**src/core/bisl_params.svh**
```systemverilog
// constants and behaviour notes for the board interrupt source logic
// Notes on behaviour
// [RULE1] host bus write sets on-board flag request
// [RULE2] on-board write drives selectable bus interrupt
// [RULE3] timeout on grant wait or acknowledge wait
// [RULE4] pulsed event latched as level request
// [RULE5] OR of up to four jumpered sources
// [RULE6] NOR of up to two jumpered sources
// [RULE7] ring indicator channels four-seven latched
// [RULE8] eight bus interrupt lines accepted
// [RULE9] thirty-two serial controller causes gathered
// [RULE10] five processor timer and DMA sources
// [RULE11] three companion timer sources
// [RULE12] two lines plus DMA per connector
// [RULE13] latches hold until explicit clear
// [RULE14] bus flag holds until host clears
`ifndef BISL_PARAMS_SVH
`define BISL_PARAMS_SVH
// -----------------------------------------------------------------------------
// counts and timing
// -----------------------------------------------------------------------------
`define BISL_BUS_LINES        8
`define BISL_SERIAL_CAUSES    32
`define BISL_CPU_SOURCES      5
`define BISL_COMP_SOURCES     3
`define BISL_CONNECTORS       2
`define BISL_OR_INPUTS        4
`define BISL_NOR_INPUTS       2
`define BISL_RI_CHANNELS      4
`define BISL_CLK_PERIOD_NS    10
`define BISL_TIMEOUT_NS       10000
`define BISL_TIMEOUT_CYC      (`BISL_TIMEOUT_NS / `BISL_CLK_PERIOD_NS)
`define BISL_CNT_W            16
`endif

```
**src/core/bisl_pkg.sv**
```systemverilog
// types for the board interrupt source logic
package bisl_pkg;
  typedef enum logic [2:0] {
    BISL_IDLE = 3'b001,
    BISL_WAIT = 3'b010,
    BISL_TOUT = 3'b100
  } bisl_fs_e;

  typedef struct packed {
    logic       host_set;
    logic       host_clr;
    logic       cpu_set;
    logic       cpu_clr;
    logic [2:0] bus_sel;
  } bisl_flag_s;

  typedef struct packed {
    logic req;
    logic grant;
    logic cycle;
    logic ack;
    logic clr;
  } bisl_bus_s;
endpackage

```
**src/core/bisl_top.sv**
```systemverilog
// board interrupt source gathering, latching and flag-byte handshake
`timescale 1ns/1ps
`include "bisl_params.svh"
module bisl_top
  import bisl_pkg::*;
#(
  parameter int TIMEOUT_CYC = `BISL_TIMEOUT_CYC
)(
  input  wire logic                             mclk,
  input  wire logic                             rst_n,
  input  wire bisl_flag_s                       flag,
  input  wire bisl_bus_s                        bus,
  input  wire logic                             pulse_evt,
  input  wire logic                             pulse_clr,
  input  wire logic [`BISL_RI_CHANNELS-1:0]     ring_in,
  input  wire logic                             ring_clr,
  input  wire logic [`BISL_OR_INPUTS-1:0]       or_src,
  input  wire logic [`BISL_OR_INPUTS-1:0]       or_jumper,
  input  wire logic [`BISL_NOR_INPUTS-1:0]      nor_src,
  input  wire logic [`BISL_NOR_INPUTS-1:0]      nor_jumper,
  input  wire logic [`BISL_BUS_LINES-1:0]       bus_irq_n,
  input  wire logic [`BISL_SERIAL_CAUSES-1:0]   serial_irq,
  input  wire logic [`BISL_CPU_SOURCES-1:0]     cpu_irq,
  input  wire logic [`BISL_COMP_SOURCES-1:0]    comp_irq,
  input  wire logic [2*`BISL_CONNECTORS-1:0]    exp_irq,
  input  wire logic [`BISL_CONNECTORS-1:0]      expansion_dma_terminal_irq,
  output logic                                  flag_irq,
  output logic [`BISL_BUS_LINES-1:0]            bus_irq_out,
  output logic [`BISL_BUS_LINES-1:0]            bus_irq_oe_n,
  output logic                                  timeout_irq,
  output logic                                  pulse_irq,
  output logic                                  ring_irq,
  output logic                                  or_irq,
  output logic                                  nor_irq_n,
  output logic [`BISL_BUS_LINES-1:0]            bus_req,
  output logic [`BISL_SERIAL_CAUSES-1:0]        serial_req,
  output logic [`BISL_CPU_SOURCES-1:0]          cpu_req,
  output logic [`BISL_COMP_SOURCES-1:0]         comp_req,
  output logic [2*`BISL_CONNECTORS-1:0]         exp_req,
  output logic [`BISL_CONNECTORS-1:0]           exp_dma_req
);
  // ---------------------------------------------------------------------------
  // latch inputs: set wins over clear so no event is lost
  // ---------------------------------------------------------------------------
  logic                         bus_flag;
  logic [`BISL_RI_CHANNELS-1:0] ring_d;
  logic                         pulse_d;
  wire                          next_flag_irq;
  wire                          next_bus_flag;
  wire                          pulse_rise;
  wire                          ring_rise;
  wire                          next_pulse_irq;
  wire                          next_ring_irq;

  assign next_flag_irq  = flag.host_set | (flag_irq & ~flag.cpu_clr);      // [RULE1] [RULE13]
  assign next_bus_flag  = flag.cpu_set | (bus_flag & ~flag.host_clr);      // [RULE2] [RULE14]
  assign pulse_rise     = pulse_evt & ~pulse_d;
  assign next_pulse_irq = pulse_rise | (pulse_irq & ~pulse_clr);           // [RULE4] [RULE13]
  assign ring_rise      = |(ring_in & ~ring_d);
  assign next_ring_irq  = ring_rise | (ring_irq & ~ring_clr);              // [RULE7] [RULE13]

  always_ff @(posedge mclk or negedge rst_n) begin
    if (!rst_n) begin
      flag_irq  <= 1'b0;
      bus_flag  <= 1'b0;
      pulse_d   <= 1'b0;
      pulse_irq <= 1'b0;
      ring_d    <= '0;
      ring_irq  <= 1'b0;
    end else begin
      flag_irq  <= next_flag_irq;
      bus_flag  <= next_bus_flag;
      pulse_d   <= pulse_evt;
      pulse_irq <= next_pulse_irq;
      ring_d    <= ring_in;
      ring_irq  <= next_ring_irq;
    end
  end

  // ---------------------------------------------------------------------------
  // bus flag line select: open-drain, enable low while pulling the line
  // ---------------------------------------------------------------------------
  logic [2:0] bus_sel;

  always_ff @(posedge mclk or negedge rst_n) begin
    if (!rst_n) begin
      bus_sel <= 3'h0;
    end else if (flag.cpu_set) begin
      bus_sel <= flag.bus_sel;
    end
  end

  genvar gi;
  generate
    for (gi = 0; gi < `BISL_BUS_LINES; gi++) begin : g_line
      assign bus_irq_out[gi]  = 1'b0;
      assign bus_irq_oe_n[gi] = ~(bus_flag && (bus_sel == 3'(gi)));        // [RULE2]
    end
  endgenerate

  // ---------------------------------------------------------------------------
  // fail-safe timeout watching grant wait and acknowledge wait
  // ---------------------------------------------------------------------------
  localparam logic [`BISL_CNT_W-1:0] TOUT_LIM = (`BISL_CNT_W)'(TIMEOUT_CYC - 1);
  bisl_fs_e              fs;
  bisl_fs_e              next_fs;
  logic [`BISL_CNT_W-1:0] cnt;
  wire                   waiting;
  wire                   expired;

  // either wait kind counts; a grant that arrives during a cycle restarts nothing
  assign waiting = (bus.req & ~bus.grant) | (bus.cycle & ~bus.ack);        // [RULE3]
  assign expired = (cnt == TOUT_LIM);

  always_comb begin
    next_fs = fs;
    case (fs)
      BISL_IDLE: begin
        if (waiting) begin
          next_fs = BISL_WAIT;
        end
      end
      BISL_WAIT: begin
        if (!waiting) begin
          next_fs = BISL_IDLE;
        end else if (expired) begin
          next_fs = BISL_TOUT;                                             // [RULE3]
        end
      end
      BISL_TOUT: begin
        if (bus.clr && !waiting) begin
          next_fs = BISL_IDLE;                                             // [RULE13]
        end
      end
      default: next_fs = BISL_IDLE;
    endcase
  end

  always_ff @(posedge mclk or negedge rst_n) begin
    if (!rst_n) begin
      fs          <= BISL_IDLE;
      cnt         <= '0;
      timeout_irq <= 1'b0;
    end else begin
      fs          <= next_fs;
      cnt         <= (next_fs == BISL_WAIT && fs == BISL_WAIT) ? cnt + 1'b1 : '0;
      timeout_irq <= (next_fs == BISL_TOUT);                               // [RULE3]
    end
  end

  // ---------------------------------------------------------------------------
  // concentrators and straight-through sources, registered
  // ---------------------------------------------------------------------------
  wire next_or  = |(or_src & or_jumper);                                   // [RULE5]
  wire next_nor = ~|(nor_src & nor_jumper);                                // [RULE6]

  always_ff @(posedge mclk or negedge rst_n) begin
    if (!rst_n) begin
      or_irq      <= 1'b0;
      nor_irq_n   <= 1'b1;
      bus_req     <= '0;
      serial_req  <= '0;
      cpu_req     <= '0;
      comp_req    <= '0;
      exp_req     <= '0;
      exp_dma_req <= '0;
    end else begin
      or_irq      <= next_or;
      nor_irq_n   <= next_nor;
      bus_req     <= ~bus_irq_n;                                           // [RULE8]
      serial_req  <= serial_irq;                                           // [RULE9]
      cpu_req     <= cpu_irq;                                              // [RULE10]
      comp_req    <= comp_irq;                                             // [RULE11]
      exp_req     <= exp_irq;                                              // [RULE12]
      exp_dma_req <= expansion_dma_terminal_irq;                           // [RULE12]
    end
  end
endmodule

```
**config.mk**
```make
export PLATFORM = sky130hd
export DESIGN_NAME = bisl_top
export DESIGN_NICKNAME = d
export VERILOG_FILES = /design/src/core/bisl_pkg.sv /design/src/core/bisl_top.sv
export VERILOG_INCLUDE_DIRS = /design/src /design/src/core
export SDC_FILE = /design/constraint.sdc
export NUM_CORES = 1
export LEC_CHECK = 0
export BUFFER_PORTS_ARGS = -buffer_cell sky130_fd_sc_hd__buf_2
export CORE_MARGIN = 4
export CORE_UTILIZATION = 38
export DETAILED_ROUTE_END_ITERATION = 10
export PLACE_DENSITY_LB_ADDON = 0.1
export SLEW_MARGIN = 20
export SYNTH_ARGS = -nofsm -noshare
export SYNTH_HDL_FRONTEND = slang
export SYNTH_SLANG_ARGS = --single-unit
```
**constraint.sdc**
```tcl
create_clock -name mclk -period 1.9 [get_ports mclk]
set_input_delay 0.285 -clock mclk [delete_from_list [all_inputs] [get_ports mclk]]
set_output_delay 0.285 -clock mclk [all_outputs]
set_load 0.02 [all_outputs]
```
# --- After elaboration in Yosys (flattened, before gate mapping) ---
# Index checks and enable logic that the tools add are counted.
totals:
  inputBits: 87
  out_inout_bits: 76
  register_bits: 88
op_classes:
  muxes: 6
  addsub: 1
  n_bitwise: 32
  eq_ne: 13
  reduce_logical: 16
ops:
  columns: ["operator", "count"]
  rows:
  - ["== test 3 bit, second input constant", 6]
  - ["adder 16 x 1 -> 16 bit, second input constant", 1]
  - ["== test 16 x 10 -> 1 bit, second input constant", 1]
  - ["2-to-1 mux 16 bit", 1]
  - ["NOT 1 bit", 15]
  - ["== test 3 x 2 -> 1 bit, second input constant", 4]
  - ["2-to-1 mux 3 bit", 4]
  - ["logical AND 1 bit", 10]
  - ["one-hot mux 3 bit (3 select lines)", 1]
  - ["AND 4 bit", 2]
  - ["NOT 8 bit", 1]
  - ["OR reduction 4 bit", 2]
  - ["AND 1 bit", 7]
  - ["== test 3 x 1 -> 1 bit, second input constant", 2]
  - ["bitwise OR 1 bit", 5]
  - ["NOT 4 bit", 1]
  - ["logical NOT 3 bit", 1]
  - ["AND 2 bit", 1]
  - ["logical NOT 1 bit", 2]
  - ["OR reduction 2 bit", 1]

# --- Depth between registers and ports, before layout ---
# Gate-level depths: netlist of run 1.
depth:
  word_depth: 10
  mapped_depth: 7
  depth_no_buf: 5

# --- Least setup slack after synthesis of run 1 ---
# Ideal clock, no wire load.
synth_timing:
  kind: "register to register"
  start: "register cnt[0]"
  end: "register cnt[14]"
  arrival_time_ps: 1477
  synth_period_minus_slack_ps: 1595
  setup_ps: 119
  path_buffers: 0
  slack_ps: 305
  stages_incl_launch_ff: 6
  cell_sequence: "dfrtp_1 > ha_1 > and4_1 > or4b_1 > xor2_1 > nor2_2"
synth_between:
  elab_chain_len: 7
  word_cells_on_any_way: 8
  cone_classes: "1 x add/sub; 2 x eq/ne; 4 x mux; 1 x reduce/logical"
synth_rtl:
  columns: ["element", "line_no", "text"]
  rows:
  - ["from (decl)", "bisl_top.sv:107", "logic [`BISL_CNT_W-1:0] cnt;"]
  - ["from (signal assigned)", "bisl_top.sv:146", "cnt <= (next_fs == BISL_WAIT && fs == BISL_WAIT) ? cnt + 1'b1 : '0;"]
  - ["== test 16 x 10 -> 1 bit", "bisl_top.sv:113", "assign expired = (cnt == TOUT_LIM);"]
  - ["2-to-1 mux 3 bit", "bisl_top.sv:126", "end else if (expired) begin"]
  - ["2-to-1 mux 3 bit", "bisl_top.sv:124", "if (!waiting) begin"]
  - ["one-hot mux 3 bit (3 select lines)", "bisl_top.sv:117", "case (fs)"]
  - ["== test 3 x 2 -> 1 bit", "bisl_top.sv:146", null]
  - ["logical AND 1 bit", "bisl_top.sv:146", null]
  - ["2-to-1 mux 16 bit (*)", "bisl_top.sv:146", null]
# Every way passes the cells marked *; elsewhere a longest branch is shown, timed or not.
# A chain may end at the register's enable or synchronous reset.

# --- Final worst setup path of run 1 ---
# Same ends and word-level chain as after synthesis.

==> metrics.txt, run 1 <==
Post-Synthesis Cells 220; GPL Wtd Cong ~0.82; synth unique cells 38; hold endpoint serial_req[3]; port buffer count ~150; outcome complete, no violations; Die Wd ~100 um; WL met1 around 2300 um; Clock power frac a little over a third; CTS tree built; worst hold path cell count 1; TritonCTS sink count a little under 90; die height 97.2 um; max incr delay on CP 0.46 ns; final count of hold timing violations 0; CTS max path bufs 2; initial antenna violation count 0; Antenna Violating Nets Remaining 0; Post CTS Setup Buffer Count 0; critical path class flop to flop; setup TNS 0 ns; Finished Core Util a little over half; yosys warns 0; Total GRT Usage 15.0%; sequential area share after synthesis between 70% and 80%; Die ar. 9450 um2; Worst EP arrival 1.93 ns; Power Dens Cells 900 nW/um2; hpwl dp between 5000 and 6000 um; fin crit share approximately 90%; flops & latches, synth between 80 and 90; Syn Area/Cell 13.7 um2; Worst Setup Slack, final 0.221 ns; crit path max fanout 5; pre-CTS setup slack roughly 0.2 ns; final instance area approximately 4100 um2; routed len/inst ~14 um; grt ovf 0; Clock Skews about 0.0094 ns; fraction of layout cells with a size suffix above 1 between 40 and 50%; clock period minus worst slack 1.68 ns; ant diodes 0; R2R Setup Slk roughly 0.22 ns; Vias per Instance approximately 4.4; worst reg2reg path startpoint cnt[0]; # Max-Cap Violations 0; CP endpoint kind flop; starting density of the core between 30% and 40%; Worst setup SP type flop; Iteration-0 DRC Markers roughly 80; # DRC 0; # rows 32; num ports 163; Comb power frac between 10% and 20%; Slew Viols, Final 0; Psw 944 uW; Crit-path slowest cell or4b_1; vias ~2,200; fmax around 0.6 GHz; register area between 2000 and 2500 um2; clk slew on worst S/H paths 0.09 ns; pin count of the biggest net entering global routing between 80 and 90; vias in the first global route roughly 2,300; Layout fillers between 600 and 700; first-pass GRT wire length between 10,000 and 15,000 um; core area 7730 um2; H-tree level count 3; Post-synth EDFFs 0; Pint 2780 uW; metal2 WL approximately 3500 um; cell area after synthesis about 3000 um2; # setup viols final 0; footprint of the multi-input gates about 680 um2; Max Used Layer met4; FF-to-FF End cnt[14]; Clock Latency Late Sink around 0.35 ns; Max VDD drop 560 uV; Routed WL between 6000 and 7000 um; First-pass DRT Iterations 4; Leakage 0.00207 uW; Seq pwr share approximately 54%; CTS buffer count 9; Area after DPL approximately 3900 um2; Hold Slack 0.0265 ns; Root Driver clkbuf_8; CP required roughly 2.2 ns; Top FF cell, synth dfrtp_1; async set-reset flop share out of synthesis between 90% and 100%; Final nets ~480; Reg2Reg Depth 5; cell-by-cell trace of the critical path ha_1 > and4_1 > or4b_1 > xor2_1 > nor2_2; met3 wire len about 880 um; RSZ-0062 raised after global routing no; Layout area overhead 36.8%; Hold/Removal Path Class primary input to flop; Sw Share about a quarter; hold path startpoint serial_irq[3]
-- cells by family (layout without fill, tap and decap cells) --
kind of cell	count (synthesis)	count (layout)	share of synthesized area, %
mux	3	3	1.12
buf+inv	32	197	5.46
flops	88	88	72.9
other cells	1	8	0.124
compound gates	16	16	3.97
simple gates	65	65	11.9
xor+xnor	14	14	4.06
fa+ha+maj	1	1	0.414
-- worst max-delay path: cells and delay by family, from the launching register on --
family                   cells  cell delay (ns)
flip-flops                   1             0.39
AND/OR/NAND/NOR              3             0.79
XOR/XNOR                     1             0.17
adder cells (fa/ha/maj)      1             0.22
-- routing by layer --
layer	vias to the layer above	track usage, %
met5	-	0
met4	0	7.13
met3	10	8.26
met2	103	25.4
met1	993	14.8
li1	1045	-
-- placed cells by master (no fill, tap or decap), types with 4 or more instances in the layout --
cell type	instances
nand2_1	9
conb_1	8
xor2_1	7
nand4_1	7
clkbuf_8	10
nor2_1	17
xnor2_1	7
nand3_1	10
nor4_1	4
dfrtp_1	86
inv_1	21
buf_2	153
dlygate4sd3_1	4
-- cell type report --
cell class | instances | area share (%)
repair buffers | 160 | 20.3
multi-input cells | 107 | 16.4
clock buffers | 10 | 3.33
clock inverters | 6 | 1.60
flip-flops and latches | 88 | 53.3
well taps | 102 | 3.09
inverters | 21 | 1.91
-- synthesized netlist by cell type, types with 2 or more instances --
library cell	count	area, um2
buf_4	8	60.1
xor2_1	7	61.3
dfrtp_1	86	2150
nor3_1	2	10.0
mux2_2	3	33.8
nor2_2	2	12.5
buf_6	2	22.5
a21o_1	2	15.0
nand3_1	10	50.1
nor4_1	4	25.0
nor2_1	17	63.8
dfstp_2	2	52.6
a22oi_1	3	22.5
xnor2_1	7	61.3
nand2b_4	2	27.5
nor2b_1	3	18.8
and4_1	3	26.3
nand2_1	9	33.8
inv_1	21	78.8
a21oi_1	3	15.0
nand4_1	7	43.8
-- worst max path at each step --
stage,start,endpoint,slack [ns],cells past startpoint
after floorplan,cnt[0],cnt[14],0.30,5
after global placement,cnt[0],cnt[14],0.23,5
after detailed placement,cnt[0],cnt[14],0.21,5
after CTS,cnt[0],cnt[14],0.21,5
after global routing,cnt[0],cnt[14],0.12,5
final,cnt[0],cnt[14],0.22,5
-- what timing repair did --
action,in CTS,in global routing
endpoints found under the hold margin,86,3
resized for setup,0,0
hold buffers,1,3
-- sequential cells by signal (all words and copies together) (netlist names), 2 cells and up --
register / count
bus_req: 8
bus_sel: 3
comp_req: 3
fs: 3
exp_req: 4
exp_dma_req: 2
serial_req: 32
ring_d: 4
cpu_req: 5
cnt: 16
-- through the flow --
| stage | std cells | power [uW] |
|---|---|---|
| floorplan | 227 | 2240 |
| global placement | 474 | 2450 |
| detailed placement | 474 | 2460 |
| CTS | 491 | 3760 |
| global route | 494 | 3910 |
| finish | 494 | 3720 |
-- power by group through the flow --
stage                     logic, uW  registers [uW]  clock network, uW
after CTS                       416            2010               1340
after global placement          411            2040                  0
after global routing            451            2020               1440
final                           410            2010               1300
after floorplan                 110            2130                  0
after detailed placement        414            2040                  0
Power figures use the tool's default switching activity.
==> inputs of run 2 (changes only) <==
Clock period 1.9 ns to 1.8 ns, I/O delays scaled along.
==> metrics.txt, run 2 (same netlist as run 1, synthesis figures left out) <==
Crit-path slowest cell or4b_1; final count of hold timing violations 0; CP required about 2 ns; critical path class flop to flop; CTS buffer count 9; combined buffer and inverter count along the critical path 0; vias 2,210; die height around 97 um; pin count of the biggest net entering global routing 36; Biggest register serial_req; Root Driver clkbuf_8; Reg2Reg Depth 5; H-tree level count 3; clock period minus worst slack about 1.7 ns; CTS max path bufs 2; Clock Latency Late Sink between 0.3 and 0.4 ns; crit path max fanout 5; Die ar. between 9000 and 10,000 um2; outcome complete, no violations; # rows 32; grt ovf 0; most common cell after layout, fill and taps aside buf_2; setup TNS 0 ns; Hold/Removal Path Class primary input to flop; first-pass GRT wire length ~11,000 um; cell-by-cell trace of the critical path ha_2 > and4_2 > or4b_1 > xor2_1 > nor2_2; Routed WL between 6000 and 7000 um; routed len/inst around 14 um; core area roughly 7700 um2; final instance area 4270 um2; Final nets a little under 500; fin crit share about 92%; Total GRT Usage around 15%; critical path depth 5; Worst setup SP type flop; R2R Setup Slk about 0.14 ns; worst hold path cell count 1; fraction of layout cells with a size suffix above 1 about 46%; commonest non-fill, non-tap cells in the layout 153 x buf_2, 86 x dfrtp_1, 21 x inv_1; vias in the first global route around 2,400; Max VDD drop just over 600 uV; hpwl dp ~5400 um; Worst EP arrival 1.90 ns; Vias per Instance approximately 4.4; max incr delay on CP ~0.46 ns; Die Wd between 90 and 100 um; Hold Slack roughly 0.025 ns; port buffer count between 150 and 200; starting density of the core approximately two fifths; Largest register FFs 32; Power Dens Cells roughly 960 nW/um2; Clock Skews roughly 0.0065 ns; Leakage ~0.0021 uW; Layout fillers roughly 660; Antenna Violating Nets Remaining 0; First-pass DRT Iterations 4; CP top delay family simple AND/OR/NAND/NOR gates; # DRC 0; initial antenna violation count 0; Iteration-0 DRC Markers 67; ant diodes 0; num ports 163; # setup viols final 0; GPL Wtd Cong between 0.7 and 0.8; CP endpoint kind flop; # Max-Cap Violations 0; Slew Viols, Final 0; RSZ-0062 raised after global routing no; Largest regs serial_req x32, cnt x16, bus_req x8; Area after DPL between 3000 and 4000 um2; CTS tree built; fmax ~0.6 GHz; clk slew on worst S/H paths about 0.090 ns; TritonCTS sink count 88; Layout area overhead 41.4%
[run 2: final timing paths]
path / startpoint / to
worst min register to register: pulse_d / pulse_irq
worst min-delay path: serial_irq[28] / serial_req[28]
worst max register to register: cnt[1] / cnt[14]
min in group asynchronous: rst_n / cnt[12]
max in group asynchronous: rst_n / nor_irq_n
worst max-delay path: cnt[1] / cnt[14]
[run 2: repair_timing]
action	4_1_cts	5_1_grt
setup buffers	0	1
hold endpoints to repair	32	10
hold buffers	1	10
gates resized for setup	0	2
endpoints found under the setup margin	0	2
[run 2: layout make-up]
| class | instances | area [um2] | area share, % |
|---|---|---|---|
| sequential | 88 | 2200 | 51.6 |
| timing repair buffer | 169 | 951 | 22.2 |
| multi-input combinational | 107 | 683 | 16.0 |
| clock buffer | 11 | 151 | 3.54 |
| tap | 102 | 128 | 2.99 |
| inverter | 21 | 78.8 | 1.84 |
| clock inverter | 4 | 77.6 | 1.81 |
[run 2: metrics by stage]
step | cells | total power, uW | setup WS, ns | utilization (%)
2_1_floorplan | 227 | 2360 | 0.205 | -
3_3_place_gp | 475 | 2600 | 0.128 | 50.8
3_5_place_dp | 475 | 2600 | 0.0906 | 50.8
4_1_cts | 491 | 4140 | 0.0776 | 53.9
5_1_grt | 502 | 4300 | 0.0299 | 55.3
6_report | 502 | 4100 | 0.141 | 55.3
[run 2: power by group]
group	switching, uW	internal, uW
sequential	43.5	2070
clock	666	855
combinational	268	191
[run 2: layer usage]
| metal | vias up | share of wire [%] | track usage [%] |
|---|---|---|---|
| li1 | 1061 | - | - |
| met1 | 1037 | 37 | 16.8 |
| met2 | 104 | 50 | 24.7 |
| met3 | 8 | 12 | 8.18 |
| met4 | 0 | 2.0 | 6.26 |
| met5 | - | 0 | 0 |
